## src/hw/rtcpit_map.svh

```systemverilog
// Register offsets, field positions, reset values and sync timing of the counter block
`ifndef RTCPIT_MAP_SVH
`define RTCPIT_MAP_SVH

`define RTCPIT_OFS_CTRL      5'h00
`define RTCPIT_OFS_STATUS    5'h01
`define RTCPIT_OFS_INTEN     5'h02
`define RTCPIT_OFS_INTFLAG   5'h03
`define RTCPIT_OFS_TEMP      5'h04
`define RTCPIT_OFS_DBG       5'h05
`define RTCPIT_OFS_CLOCK_SOURCE    5'h07
`define RTCPIT_OFS_CNT_L     5'h08
`define RTCPIT_OFS_CNT_H     5'h09
`define RTCPIT_OFS_PER_L     5'h0a
`define RTCPIT_OFS_PER_H     5'h0b
`define RTCPIT_OFS_CMP_L     5'h0c
`define RTCPIT_OFS_CMP_H     5'h0d
`define RTCPIT_OFS_PITCTRL   5'h10
`define RTCPIT_OFS_PITSTAT   5'h11
`define RTCPIT_OFS_PITINTEN  5'h12
`define RTCPIT_OFS_PITFLAG   5'h13
`define RTCPIT_OFS_PITDBG    5'h15

`define RTCPIT_EN_BIT        0
`define RTCPIT_STBY_BIT      7
`define RTCPIT_FIELD_LSB     3
`define RTCPIT_FIELD_MSB     6
`define RTCPIT_OVF_BIT       0
`define RTCPIT_CMP_BIT       1

`define RTCPIT_CTRL_RST      8'h00
`define RTCPIT_CNT_RST       16'h0000
`define RTCPIT_PER_RST       16'h00ff
`define RTCPIT_CMP_RST       16'h0000

`define RTCPIT_SYNC_TICKS    2'h2
`define RTCPIT_1K_HALF       5'h0f

`endif

```

## src/hw/rtcpit_pkg.sv

```systemverilog
// Types shared by the counter block and its users
package rtcpit_pkg;

   typedef struct packed {
      logic [4:0] addr;
      logic [7:0] wdata;
      logic wr;
      logic rd;
   } rtcpit_bus_s;

   typedef enum logic [1:0] {
      RTCPIT_SRC_32K = 2'b00,
      RTCPIT_SRC_1K = 2'b01,
      RTCPIT_SRC_RSVD = 2'b10,
      RTCPIT_SRC_EXT = 2'b11
   } rtcpit_clock_source_e;

endpackage

```

## src/hw/rtcpit.sv

```systemverilog
// Real-time counter with periodic interrupt timer and register port
`include "rtcpit_map.svh"

module rtcpit #(
   parameter int unsigned PRESC_W = 15
) (
   input wire logic clk,
   input wire logic rstn,
   input wire rtcpit_pkg::rtcpit_bus_s bus,
   output logic [7:0] rdata,
   input wire logic osc_32768_hz,
   input wire logic external_clock_pin,
   input wire logic sleep_standby,
   input wire logic cpu_halted,
   output logic irq_counter,
   output logic irq_periodic
);
   import rtcpit_pkg::*;

   function automatic logic [PRESC_W-1:0] low_mask(input logic [4:0] n);
      logic [PRESC_W-1:0] m;
      m = '0;
      for (int i = 0; i < PRESC_W; i++) begin
         m[i] = (i < int'(n));
      end
      return m;
   endfunction

   logic [7:0] ctrl_sw, ctrl_act, pit_sw, pit_act, temp;
   logic [15:0] cnt, cnt_sw, per_sw, per_act, cmp_sw, cmp_act, next_cnt;
   logic [1:0] int_en, int_flag;
   logic [3:0] busy;
   logic pit_busy, pit_en, pit_flag, dbg_run, pit_dbg_run;
   rtcpit_clock_source_e clk_sel;
   logic [2:0] s32, sext;
   logic [4:0] div1k;
   logic [1:0] sync_cnt;
   logic [PRESC_W-1:0] presc, cnt_mask, pit_mask;
   logic rise32, rise1k, riseext, slow_tick, apply, any_wr_sync;
   logic rtc_run, pit_run, cnt_tick, pit_tick, wrap, match;
   logic wr_ctrl, wr_cnt, wr_per, wr_cmp, wr_pit;

   // Bus decode; 16-bit registers commit on the high byte
   assign wr_ctrl = bus.wr && bus.addr == `RTCPIT_OFS_CTRL;
   assign wr_cnt = bus.wr && bus.addr == `RTCPIT_OFS_CNT_H;
   assign wr_per = bus.wr && bus.addr == `RTCPIT_OFS_PER_H;
   assign wr_cmp = bus.wr && bus.addr == `RTCPIT_OFS_CMP_H;
   assign wr_pit = bus.wr && bus.addr == `RTCPIT_OFS_PITCTRL;
   assign any_wr_sync = wr_ctrl | wr_cnt | wr_per | wr_cmp | wr_pit;

   // Slow clock pins are asynchronous: two flops, then edge detect on stage two
   always_ff @(posedge clk or negedge rstn) begin
      if (!rstn) begin
         s32 <= 3'h0;
         sext <= 3'h0;
      end else begin
         s32 <= {s32[1:0], osc_32768_hz};
         sext <= {sext[1:0], external_clock_pin};
      end
   end
   assign rise32 = s32[1] & ~s32[2];
   assign riseext = sext[1] & ~sext[2];

   // 1.024 kHz derived from the 32.768 kHz source by 32
   always_ff @(posedge clk or negedge rstn) begin
      if (!rstn) begin
         div1k <= 5'h00;
      end else if (rise32) begin
         div1k <= div1k + 5'h01;
      end
   end
   assign rise1k = rise32 && div1k == `RTCPIT_1K_HALF;

   always_comb begin
      unique case (clk_sel)
         RTCPIT_SRC_32K: slow_tick = rise32;
         RTCPIT_SRC_1K: slow_tick = rise1k;
         RTCPIT_SRC_EXT: slow_tick = riseext;
         default: slow_tick = 1'b0;
      endcase
   end

   // Sync window: a fresh write restarts it, so a pending update is never lost
   always_ff @(posedge clk or negedge rstn) begin
      if (!rstn) begin
         sync_cnt <= 2'h0;
      end else if (any_wr_sync) begin
         sync_cnt <= 2'h0;
      end else if (apply) begin
         sync_cnt <= 2'h0;
      end else if ((|busy | pit_busy) && slow_tick) begin
         sync_cnt <= sync_cnt + 2'h1;
      end
   end
   assign apply = (|busy | pit_busy) && slow_tick && !any_wr_sync
      && sync_cnt == `RTCPIT_SYNC_TICKS - 2'h1;

   always_ff @(posedge clk or negedge rstn) begin
      if (!rstn) begin
         busy <= 4'h0;
         pit_busy <= 1'b0;
      end else begin
         busy[0] <= wr_ctrl | (busy[0] & ~apply);
         busy[1] <= wr_cnt | (busy[1] & ~apply);
         busy[2] <= wr_per | (busy[2] & ~apply);
         busy[3] <= wr_cmp | (busy[3] & ~apply);
         pit_busy <= wr_pit | (pit_busy & ~apply);
      end
   end

   // Software-side copies
   always_ff @(posedge clk or negedge rstn) begin
      if (!rstn) begin
         ctrl_sw <= `RTCPIT_CTRL_RST;
         pit_sw <= 8'h00;
         cnt_sw <= `RTCPIT_CNT_RST;
         per_sw <= `RTCPIT_PER_RST;
         cmp_sw <= `RTCPIT_CMP_RST;
         int_en <= 2'h0;
         pit_en <= 1'b0;
         dbg_run <= 1'b0;
         pit_dbg_run <= 1'b0;
         clk_sel <= RTCPIT_SRC_32K;
      end else if (bus.wr) begin
         unique case (bus.addr)
            `RTCPIT_OFS_CTRL: ctrl_sw <= {bus.wdata[7:3], 2'h0, bus.wdata[0]};
            `RTCPIT_OFS_PITCTRL: pit_sw <= {1'b0, bus.wdata[6:3], 2'h0, bus.wdata[0]};
            `RTCPIT_OFS_CNT_H: cnt_sw <= {bus.wdata, temp};
            `RTCPIT_OFS_PER_H: per_sw <= {bus.wdata, temp};
            `RTCPIT_OFS_CMP_H: cmp_sw <= {bus.wdata, temp};
            `RTCPIT_OFS_INTEN: int_en <= bus.wdata[1:0];
            `RTCPIT_OFS_PITINTEN: pit_en <= bus.wdata[0];
            `RTCPIT_OFS_DBG: dbg_run <= bus.wdata[0];
            `RTCPIT_OFS_PITDBG: pit_dbg_run <= bus.wdata[0];
            `RTCPIT_OFS_CLOCK_SOURCE: clk_sel <= rtcpit_clock_source_e'(bus.wdata[1:0]);
            default: ;
         endcase
      end
   end

   // Shared byte latch: low-byte writes and reads park the other half here
   always_ff @(posedge clk or negedge rstn) begin
      if (!rstn) begin
         temp <= 8'h00;
      end else if (bus.wr && (bus.addr == `RTCPIT_OFS_TEMP || bus.addr == `RTCPIT_OFS_CNT_L
            || bus.addr == `RTCPIT_OFS_PER_L || bus.addr == `RTCPIT_OFS_CMP_L)) begin
         temp <= bus.wdata;
      end else if (bus.rd) begin
         unique case (bus.addr)
            `RTCPIT_OFS_CNT_L: temp <= cnt[15:8];
            `RTCPIT_OFS_PER_L: temp <= per_sw[15:8];
            `RTCPIT_OFS_CMP_L: temp <= cmp_sw[15:8];
            default: ;
         endcase
      end
   end

   // Values the slow side acts on, moved over only at the end of the window
   always_ff @(posedge clk or negedge rstn) begin
      if (!rstn) begin
         ctrl_act <= `RTCPIT_CTRL_RST;
         pit_act <= 8'h00;
         per_act <= `RTCPIT_PER_RST;
         cmp_act <= `RTCPIT_CMP_RST;
      end else if (apply) begin
         ctrl_act <= ctrl_sw;
         pit_act <= pit_sw;
         per_act <= per_sw;
         cmp_act <= cmp_sw;
      end
   end

   // Prescaler runs while either function is on, else parked at zero
   always_ff @(posedge clk or negedge rstn) begin
      if (!rstn) begin
         presc <= '0;
      end else if (!ctrl_act[`RTCPIT_EN_BIT] && !pit_act[`RTCPIT_EN_BIT]) begin
         presc <= '0;
      end else if (slow_tick) begin
         presc <= presc + PRESC_W'(1);
      end
   end

   assign cnt_mask = low_mask(5'(ctrl_act[`RTCPIT_FIELD_MSB:`RTCPIT_FIELD_LSB]));
   assign pit_mask = low_mask(5'(pit_act[`RTCPIT_FIELD_MSB:`RTCPIT_FIELD_LSB]) + 5'h01);
   assign rtc_run = ctrl_act[`RTCPIT_EN_BIT]
      && !(sleep_standby && !ctrl_act[`RTCPIT_STBY_BIT])
      && !(cpu_halted && !dbg_run);
   assign pit_run = pit_act[`RTCPIT_EN_BIT] && !(cpu_halted && !pit_dbg_run);
   assign cnt_tick = slow_tick && rtc_run && (presc & cnt_mask) == cnt_mask;
   assign pit_tick = slow_tick && pit_run
      && pit_act[`RTCPIT_FIELD_MSB:`RTCPIT_FIELD_LSB] != 4'h0
      && (presc & pit_mask) == pit_mask;

   assign next_cnt = (cnt == per_act) ? 16'h0000 : cnt + 16'h0001;
   assign wrap = cnt_tick && cnt == per_act;
   assign match = cnt_tick && next_cnt == cmp_act;

   always_ff @(posedge clk or negedge rstn) begin
      if (!rstn) begin
         cnt <= `RTCPIT_CNT_RST;
      end else if (apply && busy[1]) begin
         cnt <= cnt_sw;
      end else if (cnt_tick) begin
         cnt <= next_cnt;
      end
   end

   // Flags: the event wins over a clear in the same cycle
   always_ff @(posedge clk or negedge rstn) begin
      if (!rstn) begin
         int_flag <= 2'h0;
         pit_flag <= 1'b0;
      end else begin
         int_flag[0] <= wrap | (int_flag[0]
            & ~(bus.wr && bus.addr == `RTCPIT_OFS_INTFLAG && bus.wdata[0]));
         int_flag[1] <= match | (int_flag[1]
            & ~(bus.wr && bus.addr == `RTCPIT_OFS_INTFLAG && bus.wdata[1]));
         pit_flag <= pit_tick | (pit_flag
            & ~(bus.wr && bus.addr == `RTCPIT_OFS_PITFLAG && bus.wdata[0]));
      end
   end

   // Requests follow the registered flags one cycle later
   always_ff @(posedge clk or negedge rstn) begin
      if (!rstn) begin
         irq_counter <= 1'b0;
         irq_periodic <= 1'b0;
      end else begin
         irq_counter <= |(int_flag & int_en);
         irq_periodic <= pit_flag & pit_en;
      end
   end

   always_ff @(posedge clk or negedge rstn) begin
      if (!rstn) begin
         rdata <= 8'h00;
      end else if (!bus.rd) begin
         rdata <= 8'h00;
      end else begin
         unique case (bus.addr)
            `RTCPIT_OFS_CTRL: rdata <= ctrl_sw;
            `RTCPIT_OFS_STATUS: rdata <= {4'h0, busy};
            `RTCPIT_OFS_INTEN: rdata <= {6'h00, int_en};
            `RTCPIT_OFS_INTFLAG: rdata <= {6'h00, int_flag};
            `RTCPIT_OFS_TEMP: rdata <= temp;
            `RTCPIT_OFS_DBG: rdata <= {7'h00, dbg_run};
            `RTCPIT_OFS_CLOCK_SOURCE: rdata <= {6'h00, clk_sel};
            `RTCPIT_OFS_CNT_L: rdata <= cnt[7:0];
            `RTCPIT_OFS_PER_L: rdata <= per_sw[7:0];
            `RTCPIT_OFS_CMP_L: rdata <= cmp_sw[7:0];
            `RTCPIT_OFS_CNT_H: rdata <= temp;
            `RTCPIT_OFS_PER_H: rdata <= temp;
            `RTCPIT_OFS_CMP_H: rdata <= temp;
            `RTCPIT_OFS_PITCTRL: rdata <= pit_sw;
            `RTCPIT_OFS_PITSTAT: rdata <= {7'h00, pit_busy};
            `RTCPIT_OFS_PITINTEN: rdata <= {7'h00, pit_en};
            `RTCPIT_OFS_PITFLAG: rdata <= {7'h00, pit_flag};
            `RTCPIT_OFS_PITDBG: rdata <= {7'h00, pit_dbg_run};
            default: rdata <= 8'h00;
         endcase
      end
   end

   // Slow ticks since the last synced write; saturates so a long idle spell never aliases
   logic [1:0] wr_ticks;
   always_ff @(posedge clk or negedge rstn) begin
      if (!rstn) begin
         wr_ticks <= 2'h0;
      end else if (any_wr_sync) begin
         wr_ticks <= 2'h0;
      end else if (slow_tick && wr_ticks != 2'h3) begin
         wr_ticks <= wr_ticks + 2'h1;
      end
   end
endmodule

```

## config.mk

```make
export PLATFORM = sky130hd
export DESIGN_NAME = rtcpit
export DESIGN_NICKNAME = d
export VERILOG_FILES = /design/src/hw/rtcpit_pkg.sv /design/src/hw/rtcpit.sv
export VERILOG_INCLUDE_DIRS = /design/src /design/src/hw
export SDC_FILE = /design/constraint.sdc
export NUM_CORES = 1
export LEC_CHECK = 0
export ABC_AREA = 1
export BUFFER_PORTS_ARGS = -buffer_cell sky130_fd_sc_hd__buf_2
export CAP_MARGIN = 20
export CORE_MARGIN = 10
export CORE_UTILIZATION = 30
export CTS_BUF_LIST = sky130_fd_sc_hd__clkbuf_16
export DETAILED_ROUTE_END_ITERATION = 6
export GPL_ROUTABILITY_DRIVEN = 0
export PLACE_DENSITY = 0.49
export SKIP_LAST_GASP = 1
export SLEW_MARGIN = 20
export SYNTH_ARGS = -nofsm -noshare
export SYNTH_HDL_FRONTEND = slang
export SYNTH_SLANG_ARGS = --single-unit
```

## constraint.sdc

```tcl
create_clock -name clk -period 4.2 [get_ports clk]
set_input_delay 0.42 -clock clk [delete_from_list [all_inputs] [get_ports clk]]
set_output_delay 0.42 -clock clk [all_outputs]
set_load 0.005 [all_outputs]
```

**Word level (Yosys, flattened, before mapping)**

Index checks and enable logic that the tools add are counted.
W data, S select, Z words.

- Muxes and demuxes: 14
- Reductions and logical operators: 64
- Equality and inequality tests: 25
- Bitwise gates (word level): 33
- Order comparisons: 30
- $mul: 0
- $add $sub $neg: 5
- Divide/modulo/power cells: 0
- Shifts and indexed selects: 0

Operators with widths:

| kind | number |
|---|---|
| $pmux W8 S15 | 1 |
| $mux W16 | 3 |
| $eq A5 B4 Y1 const B | 7 |
| $lt A4 B5 Y1 const A | 7 |
| $eq A16 B16 Y1 | 2 |
| $and A15 B15 Y15 | 2 |
| $eq A15 B15 Y1 | 2 |
| $logic_and A1 B1 Y1 | 30 |
| $mux W15 | 2 |
| $lt A4 B4 Y1 const A | 7 |
| $eq A5 B5 Y1 const B | 5 |
| $mux W8 | 3 |
| $pmux W8 S3 | 1 |
| $reduce_and A2 Y1 | 11 |
| $lt A3 B5 Y1 const A | 4 |
| $add A16 B1 Y16 const B | 1 |
| $lt A3 B4 Y1 const A | 4 |
| $add A15 B1 Y15 const B | 1 |
| $eq A5 B3 Y1 const B | 3 |
| $or A1 B1 Y1 | 13 |
| $and A1 B1 Y1 | 11 |
| $eq A5 B2 Y1 const B | 2 |
| $lt A1 B5 Y1 const A | 2 |
| $lt A2 B5 Y1 const A | 2 |
| 21 further kinds | 45 |

- RAM bits: 0
- Memories kept: 0
- Output and inout port bits: 10
- Bits in latches: 0
- Bits of input ports: 21
- Flip-flop bits (word level): 179
- Word-level logic and storage cells: 199
- Memory bits (read-only): 0

**Longest topological paths before layout**

Gate-level depths: netlist of the first run.

- Depth after elaboration: 12
- Gate-level depth with buffers: 17
- Depth with buffers taken out: 16

**Worst setup path before layout of the first run**

OpenSTA, ideal clock, no wires.

- Path type: reg-to-reg
- Start point: reg div1k[0]
- End point: reg cnt[13]
- Stages on the path, launching flop included: 17
- Slack: 2198 ps
- Clock period less this slack: 2002 ps
- Data arrival time: 1871 ps
- Setup time: 130 ps
- Data required time: 4070 ps
- Buffers on the path: 1
- Cell sequence: dfrtp_1 > ha_1 > nand2_1 > nor2_1 > ha_1 > o211ai_1 > nand2_1 > inv_1 > nor2_1 > nand2_2 > nor2_8 > nand2_8 > nand2_8 > inv_4 > buf_6 > nand2_2 > o211ai_1

- Longest elaborated chain between the ends: 8
- Elaborated cells on any way between the ends: 11
- Those cells by class: eq/ne (1); mux (2); reduce/logical (8)

RTL lines:

| element | RTL line | text |
|---|---|---|
| start, declared | rtcpit.sv:36 | `logic [4:0] div1k;` |
| start signal, assigned | rtcpit.sv:69 | `div1k <= div1k + 5'h01;` |
| $eq A5 B4 Y1 (no source line) * | n/a |  |
| $logic_and A1 B1 Y1 (no source line) * | n/a |  |
| $pmux W1 S3 * | rtcpit.sv:75 | `unique case (clk_sel)` |
| $logic_and A1 B1 Y1 (3 in a row) | rtcpit.sv:95 | `assign apply = (\|busy \| pit_busy) && slow_tick && !any_wr_sync` |
| $logic_and A1 B1 Y1 | rtcpit.sv:202 | `end else if (apply && busy[1]) begin` |
| $mux W16 or $reduce_bool A2 Y1 (tied branches) | n/a |  |
| end signal, assigned | rtcpit.sv:201 | `` cnt <= `RTCPIT_CNT_RST; `` |
| end signal, assigned | rtcpit.sv:203 | `cnt <= cnt_sw;` |
| end signal, assigned | rtcpit.sv:205 | `cnt <= next_cnt;` |
| end, declared | rtcpit.sv:30 | `logic [15:0] cnt, cnt_sw, per_sw, per_act, cmp_sw, cmp_act, next_cnt;` |

Every way passes the cells marked *; elsewhere a longest branch is shown, timed or not.
A chain may end at the register's enable or synchronous reset.

**Worst setup path after layout of the first run**

- Start point: reg div1k[0]
- End point: reg cnt[7]

Same word-level chain as after synthesis.

==> results of run 1 <==
sequential cells by signal, summed over array words and instances (netlist names), 3 cells and up:
register,cells
presc,15
s32,3
sext,3
ctrl_act,6
busy,4
cmp_sw,16
cnt,16
cnt_sw,16
per_act,16
ctrl_sw,6
pit_act,5
cmp_act,16
rdata,8
div1k,5
per_sw,16
pit_sw,5
temp,8
how the worst max path moves through the flow:
stage / start / endpoint / slack, ns
2_1_floorplan: div1k[0] / cnt[13] / 2.20
3_3_place_gp: div1k[0] / cnt[7] / 1.31
3_5_place_dp: div1k[0] / cnt[12] / 1.22
4_1_cts: div1k[0] / cnt[12] / 1.18
5_1_grt: div1k[0] / cnt[15] / 0.85
6_report: div1k[0] / cnt[7] / 1.20
metrics by stage:
| stage | setup slack, ns | hold WS [ns] | power, uW | area (um^2) |
|---|---|---|---|---|
| 6_report | 1.197 | -0.007954 | 6073 | 10380 |
| 3_5_place_dp | 1.222 | 0.3356 | 4497 | 9787 |
| 4_1_cts | 1.184 | 0.03058 | 6116 | 10380 |
| 2_1_floorplan | 2.198 | 0.1244 | 3850 | 9244 |
| 5_1_grt | 0.8513 | 0.02510 | 6534 | 10380 |
| 3_3_place_gp | 1.310 | 0.3342 | 4488 | 9787 |
metal layers:
layer,GRT usage (%),share of wire (%)
met3,2.381,4.0
met5,0,0
met4,4.186,2.1
met1,20.91,48
met2,23.16,46
cells in the final DEF, fill, tap and decap left out, types with 3 or more instances in the layout:
cell,netlist,final
dfrtp_1,163,163
buf_2,7,29
nand3_1,40,40
clkinv_8,0,5
o221ai_1,5,5
nand2_1,363,363
a21oi_1,25,25
o2111ai_1,4,4
o21ai_0,140,140
a221oi_1,9,9
o22ai_1,10,10
a211oi_1,4,4
o211ai_1,8,8
nor2_4,3,3
dfstp_2,16,16
inv_6,0,4
buf_4,4,6
xor2_1,11,11
nand3b_1,4,4
ha_1,7,7
inv_2,7,7
nand2_2,5,5
nor2_1,89,89
o21ai_2,9,9
inv_1,163,164
o21ai_1,20,20
clkinv_4,1,4
clkbuf_16,0,17
nor3_1,8,8
nand4_1,14,14
nor2_2,3,3
cell type report:
| type | count | area, um^2 |
|---|---|---|
| Multi-Input combinational cell | 805 | 3889 |
| Tap cell | 396 | 495.5 |
| Sequential cell | 179 | 4499 |
| Fill cell | 3241 | 20130 |
| Clock buffer | 17 | 425.4 |
| Inverter | 173 | 659.4 |
| Timing Repair Buffer | 38 | 244.0 |
| Clock inverter | 15 | 168.9 |
power groups by stage:
stage | Sequential [uW] | Clock [uW] | Combinational (uW)
3_5_place_dp | 2760 | 0 | 1740
5_1_grt | 2800 | 1700 | 2040
6_report | 2740 | 1590 | 1740
2_1_floorplan | 2560 | 0 | 1290
3_3_place_gp | 2760 | 0 | 1730
4_1_cts | 2730 | 1640 | 1750
worst register-to-register path, stage by stage (launching register included):
cell	delay (ns)
dfrtp_1	0.39
ha_1	0.18
nand2_1	0.05
nor2_1	0.09
ha_1	0.14
o211ai_1	0.10
nand2_1	0.37
inv_1	0.16
nor2_1	0.21
nand2_2	0.12
nor2_8	0.43
nand2_8	0.23
nand2_8	0.15
inv_4	0.10
nand2_1	0.07
o211ai_1	0.08
logic make-up (layout without fill, tap and decap cells):
kind of cell / count (synthesis) / after routing / synth area share, %
buf+inv: 207 / 243 / 9.258
fa+ha+maj: 7 / 7 / 0.9474
xor+xnor: 13 / 13 / 1.232
flops: 179 / 179 / 48.67
simple gates: 542 / 542 / 24.89
compound gates: 243 / 243 / 15.00
==> flow_metrics.env, run 1 <==
export IMPL_status="finished with violations"
export IMPL_violations="negative hold slack"
export IMPL_finalSetupViolCount=0
export IMPL_power_density_nw_per_um2=585.0
export IMPL_setup_tns_final_ns=0
export IMPL_ys_flop_type="dfrtp_1"
export IMPL_maxCapViolCount=0
export IMPL_htreeDepth=4
export IMPL_synth_fp_nets=1219
export IMPL_swShare_pct=39.77
export IMPL_yosys_warnings=0
export IMPL_std_cell_rows=64
export IMPL_critical_path_max_stage_delay_ns=0.43
export IMPL_layout_drive_gt1_share_pct=10.27
export IMPL_dr_total_vias=7823
export IMPL_netlist_area_um2=9244
export IMPL_grt_ovfl_total=0
export IMPL_yosysTopAreaCell="dfrtp_1"
export IMPL_p_sw_uw=2415
export IMPL_period_share_pct=71.51
export IMPL_r2r_slack_ns=1.20
export IMPL_first_iter_violations=707
export IMPL_dieArea_um2=38230
export IMPL_final_core_util_pct=34.03
export IMPL_worstPathCellList="ha_1 > nand2_1 > nor2_1 > ha_1 > o211ai_1 > nand2_1 > inv_1 > nor2_1 > nand2_2 > nor2_8 > nand2_8 > nand2_8 > inv_4 > nand2_1 > o211ai_1"
export IMPL_nets=1242
export IMPL_io_pins=31
export IMPL_yosysSeqAreaShare_pct=48.67
export IMPL_cts_sinks=179
export IMPL_whs_ns=-0.007954
export IMPL_critPathTopFamily="simple AND/OR/NAND/NOR gates"
export IMPL_crit_arrival_ns=3.31
export IMPL_cpMaxStageDelayCell="nor2_8"
export IMPL_ant_nets=0
export IMPL_crit_path_start_kind="flip-flop"
export IMPL_hold_path_class="in -> async"
export IMPL_grt_pass1_vias=7659
export IMPL_worstPathRequired_ns=4.51
export IMPL_grtUsageTotal_pct=14.92
export IMPL_routed_wl_um=28320
export IMPL_post_cts_buffers=0
export IMPL_post_cts_resized=0
export IMPL_cts_buffers_inserted=17
export IMPL_grt_max_degree=80
export IMPL_area_delta_synth_final_pct=12.30
export IMPL_timing_critical_path_buf_inv=2
export IMPL_hold_violations=2
export IMPL_stdcell_count=1623
export IMPL_synth_most_common_cell="nand2_1"
export IMPL_root_buffer="clkbuf_16"
export IMPL_slew_viol_final=0
export IMPL_start_util_pct=30.30
export IMPL_synth_commonest_cells="363 x nand2_1, 163 x dfrtp_1, 163 x inv_1"
export IMPL_avgRoutedWirePerCell_um=17.45
export IMPL_ff2ff_path_depth=15
export IMPL_seqPwrFrac_pct=45.0
export IMPL_irDropWorstVdd_mv=0.2586
export IMPL_cts_max_path_buffers=2
export IMPL_rsz0062_at_grt="false"
export IMPL_syn_instance_count=1191
export IMPL_endpoint_kind="flip-flop"
export IMPL_ys_types=49
export IMPL_p_leak_uw=0.004930
export IMPL_worstSetupPathType="reg -> reg"
export IMPL_core_area_um2=30510
export IMPL_first_pass_iters=6
export IMPL_routed_via_density=4.820
export IMPL_drc_errors=0
export IMPL_min_period_ns=3.003
export IMPL_p_int_uw=3658
export IMPL_place_inst=1591
export IMPL_clk_pin_slew_ns=0.08
export IMPL_crit_cells=15
export IMPL_dpl_hpwl_um=21130
export IMPL_die_w_um=195.5
export IMPL_ys_ff_latch=179
export IMPL_reg2reg_to="cnt[7]"
export IMPL_synth_top_cells_by_area="dfrtp_1 44%, nand2_1 15%, o21ai_0 7.6%, inv_1 6.6%, dfstp_2 4.5%"
export IMPL_async_flop_share_pct=100.0
export IMPL_pwr_share_comb_pct=28.7
export IMPL_hold_buffers=0
export IMPL_yosys_area_top_type_share_pct=44.13
export IMPL_port_buffers=30
export IMPL_fmaxAchievable_ghz=0.3330
export IMPL_path_max_fanout=32
export IMPL_power_share_clock_pct=26.3
export IMPL_antennaDiodeCount=0
export IMPL_antenna_found_initial=0
export IMPL_clk_latency_ns=0.44
export IMPL_crit_path_frequent_cell="nand2_1"
export IMPL_r2r_start="div1k[0]"
export IMPL_maxSlewHeadroom_pct=32.66
export IMPL_synth_edf_count=0
export IMPL_cts_tree="yes"
export IMPL_tightest_slew_ns=1.006
export IMPL_grt_pass1_wl_um=44970
export IMPL_syn_area_per_cell_um2=7.761
export IMPL_fp_dieH_um=195.5
export IMPL_fin_worst_skew_ns=0.01546
(Power assumes the default switching activity.)
==> inputs of run 2 (changes only) <==
==> constraint.sdc (replaced) <==
create_clock -name clk -period 2.84 [get_ports clk]
set_input_delay 0.284 -clock clk [delete_from_list [all_inputs] [get_ports clk]]
set_output_delay 0.284 -clock clk [all_outputs]
set_load 0.005 [all_outputs]
==> flow_metrics.env, run 2 (synthesis gave the netlist of run 1 again) <==
export IMPL_dpl_hpwl_um=21980
export IMPL_std_cell_rows=64
export IMPL_grtUsageTotal_pct=15.36
export IMPL_clk_pin_slew_ns=0.08
export IMPL_layout_commonest_cell="nand2_1"
export IMPL_first_iter_violations=595
export IMPL_routed_via_density=4.830
export IMPL_power_density_nw_per_um2=854.1
export IMPL_routed_wl_um=29160
export IMPL_htreeDepth=4
export IMPL_grt_max_degree=87
export IMPL_crit_arrival_ns=2.86
export IMPL_tightest_slew_ns=0.7341
export IMPL_cts_tree="yes"
export IMPL_p_leak_uw=0.005036
export IMPL_dieArea_um2=38230
export IMPL_rsz0062_at_grt="false"
export IMPL_irDropWorstVdd_mv=0.3812
export IMPL_grt_busiest_layer="met2"
export IMPL_start_util_pct=30.30
export IMPL_grt_pass1_vias=7801
export IMPL_stdcell_count=1648
export IMPL_layout_drive_gt1_share_pct=11.82
export IMPL_place_inst=1613
export IMPL_worstPathRequired_ns=3.20
export IMPL_die_w_um=195.5
export IMPL_antenna_found_initial=0
export IMPL_period_share_pct=88.09
export IMPL_whs_ns=0.05506
export IMPL_port_buffers=30
export IMPL_fmaxAchievable_ghz=0.3997
export IMPL_cts_max_path_buffers=2
export IMPL_fin_ws_ns=0.3383
export IMPL_grtUsageMet1_pct=21.49
export IMPL_slew_viol_final=0
export IMPL_cts_buffers_inserted=17
export IMPL_dr_total_vias=7960
export IMPL_nets=1267
export IMPL_n_fill_cell=3237
export IMPL_cts_sinks=179
export IMPL_maxSlewHeadroom_pct=51.06
export IMPL_clk_latency_ns=0.45
export IMPL_fin_worst_skew_ns=0.01919
export IMPL_setup_tns_final_ns=0
export IMPL_fp_dieH_um=195.5
export IMPL_first_pass_iters=5
export IMPL_worstHoldPathCells=3
export IMPL_antennaDiodeCount=0
export IMPL_path_max_fanout=14
export IMPL_hold_path_class="in -> reg"
export IMPL_status="finished clean"
export IMPL_crit_path_start_kind="flip-flop"
export IMPL_worstSetupPathType="reg -> reg"
export IMPL_grt_pass1_wl_um=46270
export IMPL_endpoint_kind="flip-flop"
export IMPL_min_period_ns=2.502
export IMPL_ant_nets=0
export IMPL_pre_cts_slack_ns=0.3191
export IMPL_core_area_um2=30510
export IMPL_grt_ovfl_total=0
export IMPL_maxCapViolCount=0
export IMPL_root_buffer="clkbuf_16"
export IMPL_final_cell_mix="363 x nand2_1, 164 x inv_1, 163 x dfrtp_1"
export IMPL_use_met2_pct=23.35
export IMPL_finalSetupViolCount=0
export IMPL_met3_usage_pct=2.843
export IMPL_avgRoutedWirePerCell_um=17.70
export IMPL_ff2ff_path_depth=13
export IMPL_io_pins=31
export IMPL_hold_violations=0
export IMPL_area_delta_synth_final_pct=14.06
export IMPL_drc_errors=0
[run 2: path summary, 6_finish.rpt]
check / startpoint / to / slack, ns
min: bus[3] / cmp_sw[9] / 0.06
min in group asynchronous: rstn / s32[2] / 0.45
max in group asynchronous: rstn / per_act[0] / 1.52
max reg2reg: div1k[0] / cnt[9] / 0.34
max: div1k[0] / cnt[9] / 0.34
min reg2reg: s32[0] / s32[1] / 0.35
[run 2: where the power goes]
part	leakage, uW	internal, uW	switching, uW
clock	0.000283	1170	1190
sequential	0.00223	3330	693
combinational	0.00253	945	1680
[run 2: critical path, stage by stage (launching register included)]
cell	delay [ns]
dfrtp_1	0.41
ha_1	0.22
nand2_1	0.07
nor2_1	0.04
ha_1	0.17
o211ai_1	0.16
nand2_1	0.13
inv_1	0.14
nor3_1	0.07
nand2_1	0.48
nand2_8	0.14
inv_4	0.20
nand2_1	0.08
o211ai_1	0.09
[run 2: metal layers]
metal,vias up,part of all wire (%)
met5,-,0
met4,0,2.0
met3,29,5.1
met2,169,44
met1,3849,49
li1,3913,-
[run 2: per-stage QoR]
step                total power, uW  util, %  area (um^2)
finish                         9006    34.56        10540
detailed placement             6670    32.58         9940
floorplan                      5693        -         9244
global placement               6655    32.58         9940
CTS                            9064    34.55        10540
global route                   9663    34.56        10540
[run 2: timing repair]
item / 4_1_cts / 5_1_grt
setup endpoints to repair: 0 / 7
hold buffers: 3 / 0
hold endpoints to repair: 73 / 0
setup buffers: 0 / 0
gates resized for setup: 0 / 1
[run 2: layout make-up]
type | count | area (um^2) | share of cell area, %
Inverter | 173 | 659.4 | 6.254
Multi-Input combinational cell | 805 | 3889 | 36.88
Timing Repair Buffer | 63 | 430.4 | 4.082
Sequential cell | 179 | 4499 | 42.67
Clock buffer | 17 | 425.4 | 4.035
Tap cell | 396 | 495.5 | 4.699
Clock inverter | 15 | 145.1 | 1.377
==> inputs of run 3 (changes only) <==
--- a/config.mk
+++ b/config.mk
@@ -6,9 +6,7 @@
 export SDC_FILE = /design/constraint.sdc
 export NUM_CORES = 1
 export LEC_CHECK = 0
-export ABC_AREA = 1
 export BUFFER_PORTS_ARGS = -buffer_cell sky130_fd_sc_hd__buf_2
-export CAP_MARGIN = 20
 export CORE_MARGIN = 10
 export CORE_UTILIZATION = 30
 export CTS_BUF_LIST = sky130_fd_sc_hd__clkbuf_16
==> flow_metrics.env, run 3 <==
export IMPL_cts_max_path_buffers=2
export IMPL_setup_tns_final_ns=0
export IMPL_grt_pass1_vias=7269
export IMPL_dpl_hpwl_um=19970
export IMPL_area_delta_synth_final_pct=15.27
export IMPL_stdcell_area_um2=11030
export IMPL_yosysTopAreaCell="dfrtp_1"
export IMPL_syn_area_per_cell_um2=10.50
export IMPL_hold_violations=0
export IMPL_finalSetupViolCount=0
export IMPL_fp_dieH_um=198.6
export IMPL_r2r_start="cnt[1]"
export IMPL_power_total_uw=9321
export IMPL_yosys_warnings=0
export IMPL_first_iter_violations=573
export IMPL_die_w_um=198.6
export IMPL_rsz0062_at_grt="false"
export IMPL_ant_nets=0
export IMPL_cts_tree="yes"
export IMPL_maxSlewHeadroom_pct=49.28
export IMPL_root_buffer="clkbuf_16"
export IMPL_synth_top_cells_by_area="dfrtp_1 43%, mux2_2 14%, dfstp_2 4.4%, nand2_1 3.1%, nor2_1 2.9%"
export IMPL_synth_simple_area_share_pct=14.37
export IMPL_worstSetupPathType="reg -> reg"
export IMPL_htreeDepth=4
export IMPL_async_flop_share_pct=100.0
export IMPL_dieArea_um2=39440
export IMPL_yosys_area_top_type_share_pct=42.63
export IMPL_yosysSeqAreaShare_pct=47.02
export IMPL_grt_ovfl_total=0
export IMPL_fin_ws_ns=0.1581
export IMPL_fmaxAchievable_ghz=0.3729
export IMPL_routed_wl_um=27600
export IMPL_first_pass_iters=5
export IMPL_path_max_fanout=7
export IMPL_netlist_area_um2=9568
export IMPL_slew_viol_final=0
export IMPL_antenna_found_initial=0
export IMPL_stdcell_count=1374
export IMPL_cts_sinks=179
export IMPL_grt_pass1_wl_um=44020
export IMPL_port_buffers=30
export IMPL_endpoint_kind="flip-flop"
export IMPL_routed_via_density=5.208
export IMPL_syn_instance_count=911
export IMPL_hold_path_class="in -> reg"
export IMPL_cts_buffers_inserted=17
export IMPL_clk_latency_ns=0.43
export IMPL_crit_arrival_ns=3.03
export IMPL_dr_total_vias=7156
export IMPL_drc_errors=0
export IMPL_tightest_slew_ns=0.7579
export IMPL_synth_compound_area_share_pct=13.36
export IMPL_final_cell_mix="162 x dfrtp_1, 117 x mux2_2, 79 x nand2_1"
export IMPL_io_pins=31
export IMPL_synth_most_common_cell="dfrtp_1"
export IMPL_irDropWorstVdd_mv=0.3912
export IMPL_synth_top_family_by_area="multiplexers"
export IMPL_power_density_nw_per_um2=845.1
export IMPL_grtUsageTotal_pct=14.49
export IMPL_status="finished clean"
export IMPL_start_util_pct=30.40
export IMPL_synth_fp_nets=939
export IMPL_fin_worst_skew_ns=0.01233
export IMPL_synth_edf_count=0
export IMPL_ys_ff_latch=179
export IMPL_ys_types=76
export IMPL_place_inst=1339
export IMPL_layout_commonest_cell="dfrtp_1"
export IMPL_grt_max_degree=71
export IMPL_synth_fa_ha_area_share_pct=0.9154
export IMPL_layout_drive_gt1_share_pct=27.88
export IMPL_ys_flop_type="dfrtp_1"
export IMPL_maxCapViolCount=0
export IMPL_core_area_um2=31470
export IMPL_crit_path_start_kind="flip-flop"
export IMPL_synth_commonest_cells="163 x dfrtp_1, 117 x mux2_2, 79 x nand2_1"
export IMPL_avgRoutedWirePerCell_um=20.09
export IMPL_synthMuxAreaShare_pct=15.35
export IMPL_nets=987
export IMPL_placed_cell_area_um2=10380
export IMPL_antennaDiodeCount=0
export IMPL_crit_start="cnt[1]"
export IMPL_hold_start="bus[4]"
export IMPL_p_leak_uw=0.004722
export IMPL_worstPathRequired_ns=3.19
export IMPL_min_period_ns=2.682
export IMPL_clk_pin_slew_ns=0.07
export IMPL_period_share_pct=94.43
export IMPL_pre_cts_slack_ns=0.1576
export IMPL_synth_xor_area_share_pct=4.812
export IMPL_std_cell_rows=65
[run 3: routing by layer]
layer  up-vias  track usage, %  part of all wire [%]
met3        17           2.078                   3.7
met2       146           22.20                    46
met5         -               0                     0
met4         0           4.210                   1.4
met1      3598           20.68                    49
li1       3395               -                     -
[run 3: repair_timing]
| item | 4_1_cts | 5_1_grt |
|---|---|---|
| resized for setup | 0 | 5 |
| buffers inserted | 0 | 0 |
| setup endpoints to repair | 0 | 8 |
| hold endpoints to repair | 53 | 0 |
| hold buffers | 3 | 0 |
[run 3: layout make-up]
type	count	area (um^2)
Timing Repair Buffer	83	614.3
Multi-Input combinational cell	649	4700
Fill cell	3137	20440
Clock inverter	15	177.7
Tap cell	402	503.0
Inverter	29	108.9
Sequential cell	179	4501
Clock buffer	17	425.4
[run 3: worst paths after layout]
check                               to  slack [ns]  depth (start not counted)
max                        int_flag[1]        0.16                          8
min                            temp[2]        0.15                          2
max reg2reg                int_flag[1]        0.16                          8
min reg2reg                     s32[1]        0.35                          0
max in group asynchronous   per_act[0]        1.65                          3
min in group asynchronous     pit_flag        0.42                          2
[run 3: per-stage QoR]
stage                     hold slack, ns  utilization [%]
final                             0.1543            35.04
after detailed placement          0.3364            32.96
after global routing              0.1669            35.04
after CTS                         0.1419            34.98
after global placement            0.3323            32.96
after floorplan                 -0.01159                -
[run 3: power breakdown]
part	internal, uW	total, uW	switching, uW	leakage, uW
clock network	1390	2470	1080	0.000290
logic	1380	2890	1510	0.00213
registers	3240	3960	719	0.00230
total	6020	9320	3300	0.00472
[run 3: cell families after synthesis]
logic type	after synthesis
AOI/OAI and AO/OA	188
xor gates and xnor gates	51
adders and majority gates	7
buffers and inverters	83
DFF	179
muxes	132
and+or+nand+nor	271
[run 3: worst max-delay path, cell delays in order, from the launching register on]
cell      delay (ns)
dfrtp_1         0.52
ha_1            0.32
nand3_1         0.27
or3_4           0.46
mux2_1          0.32
o221ai_1        0.22
a22o_1          0.18
o221ai_1        0.13
o21ai_1         0.17
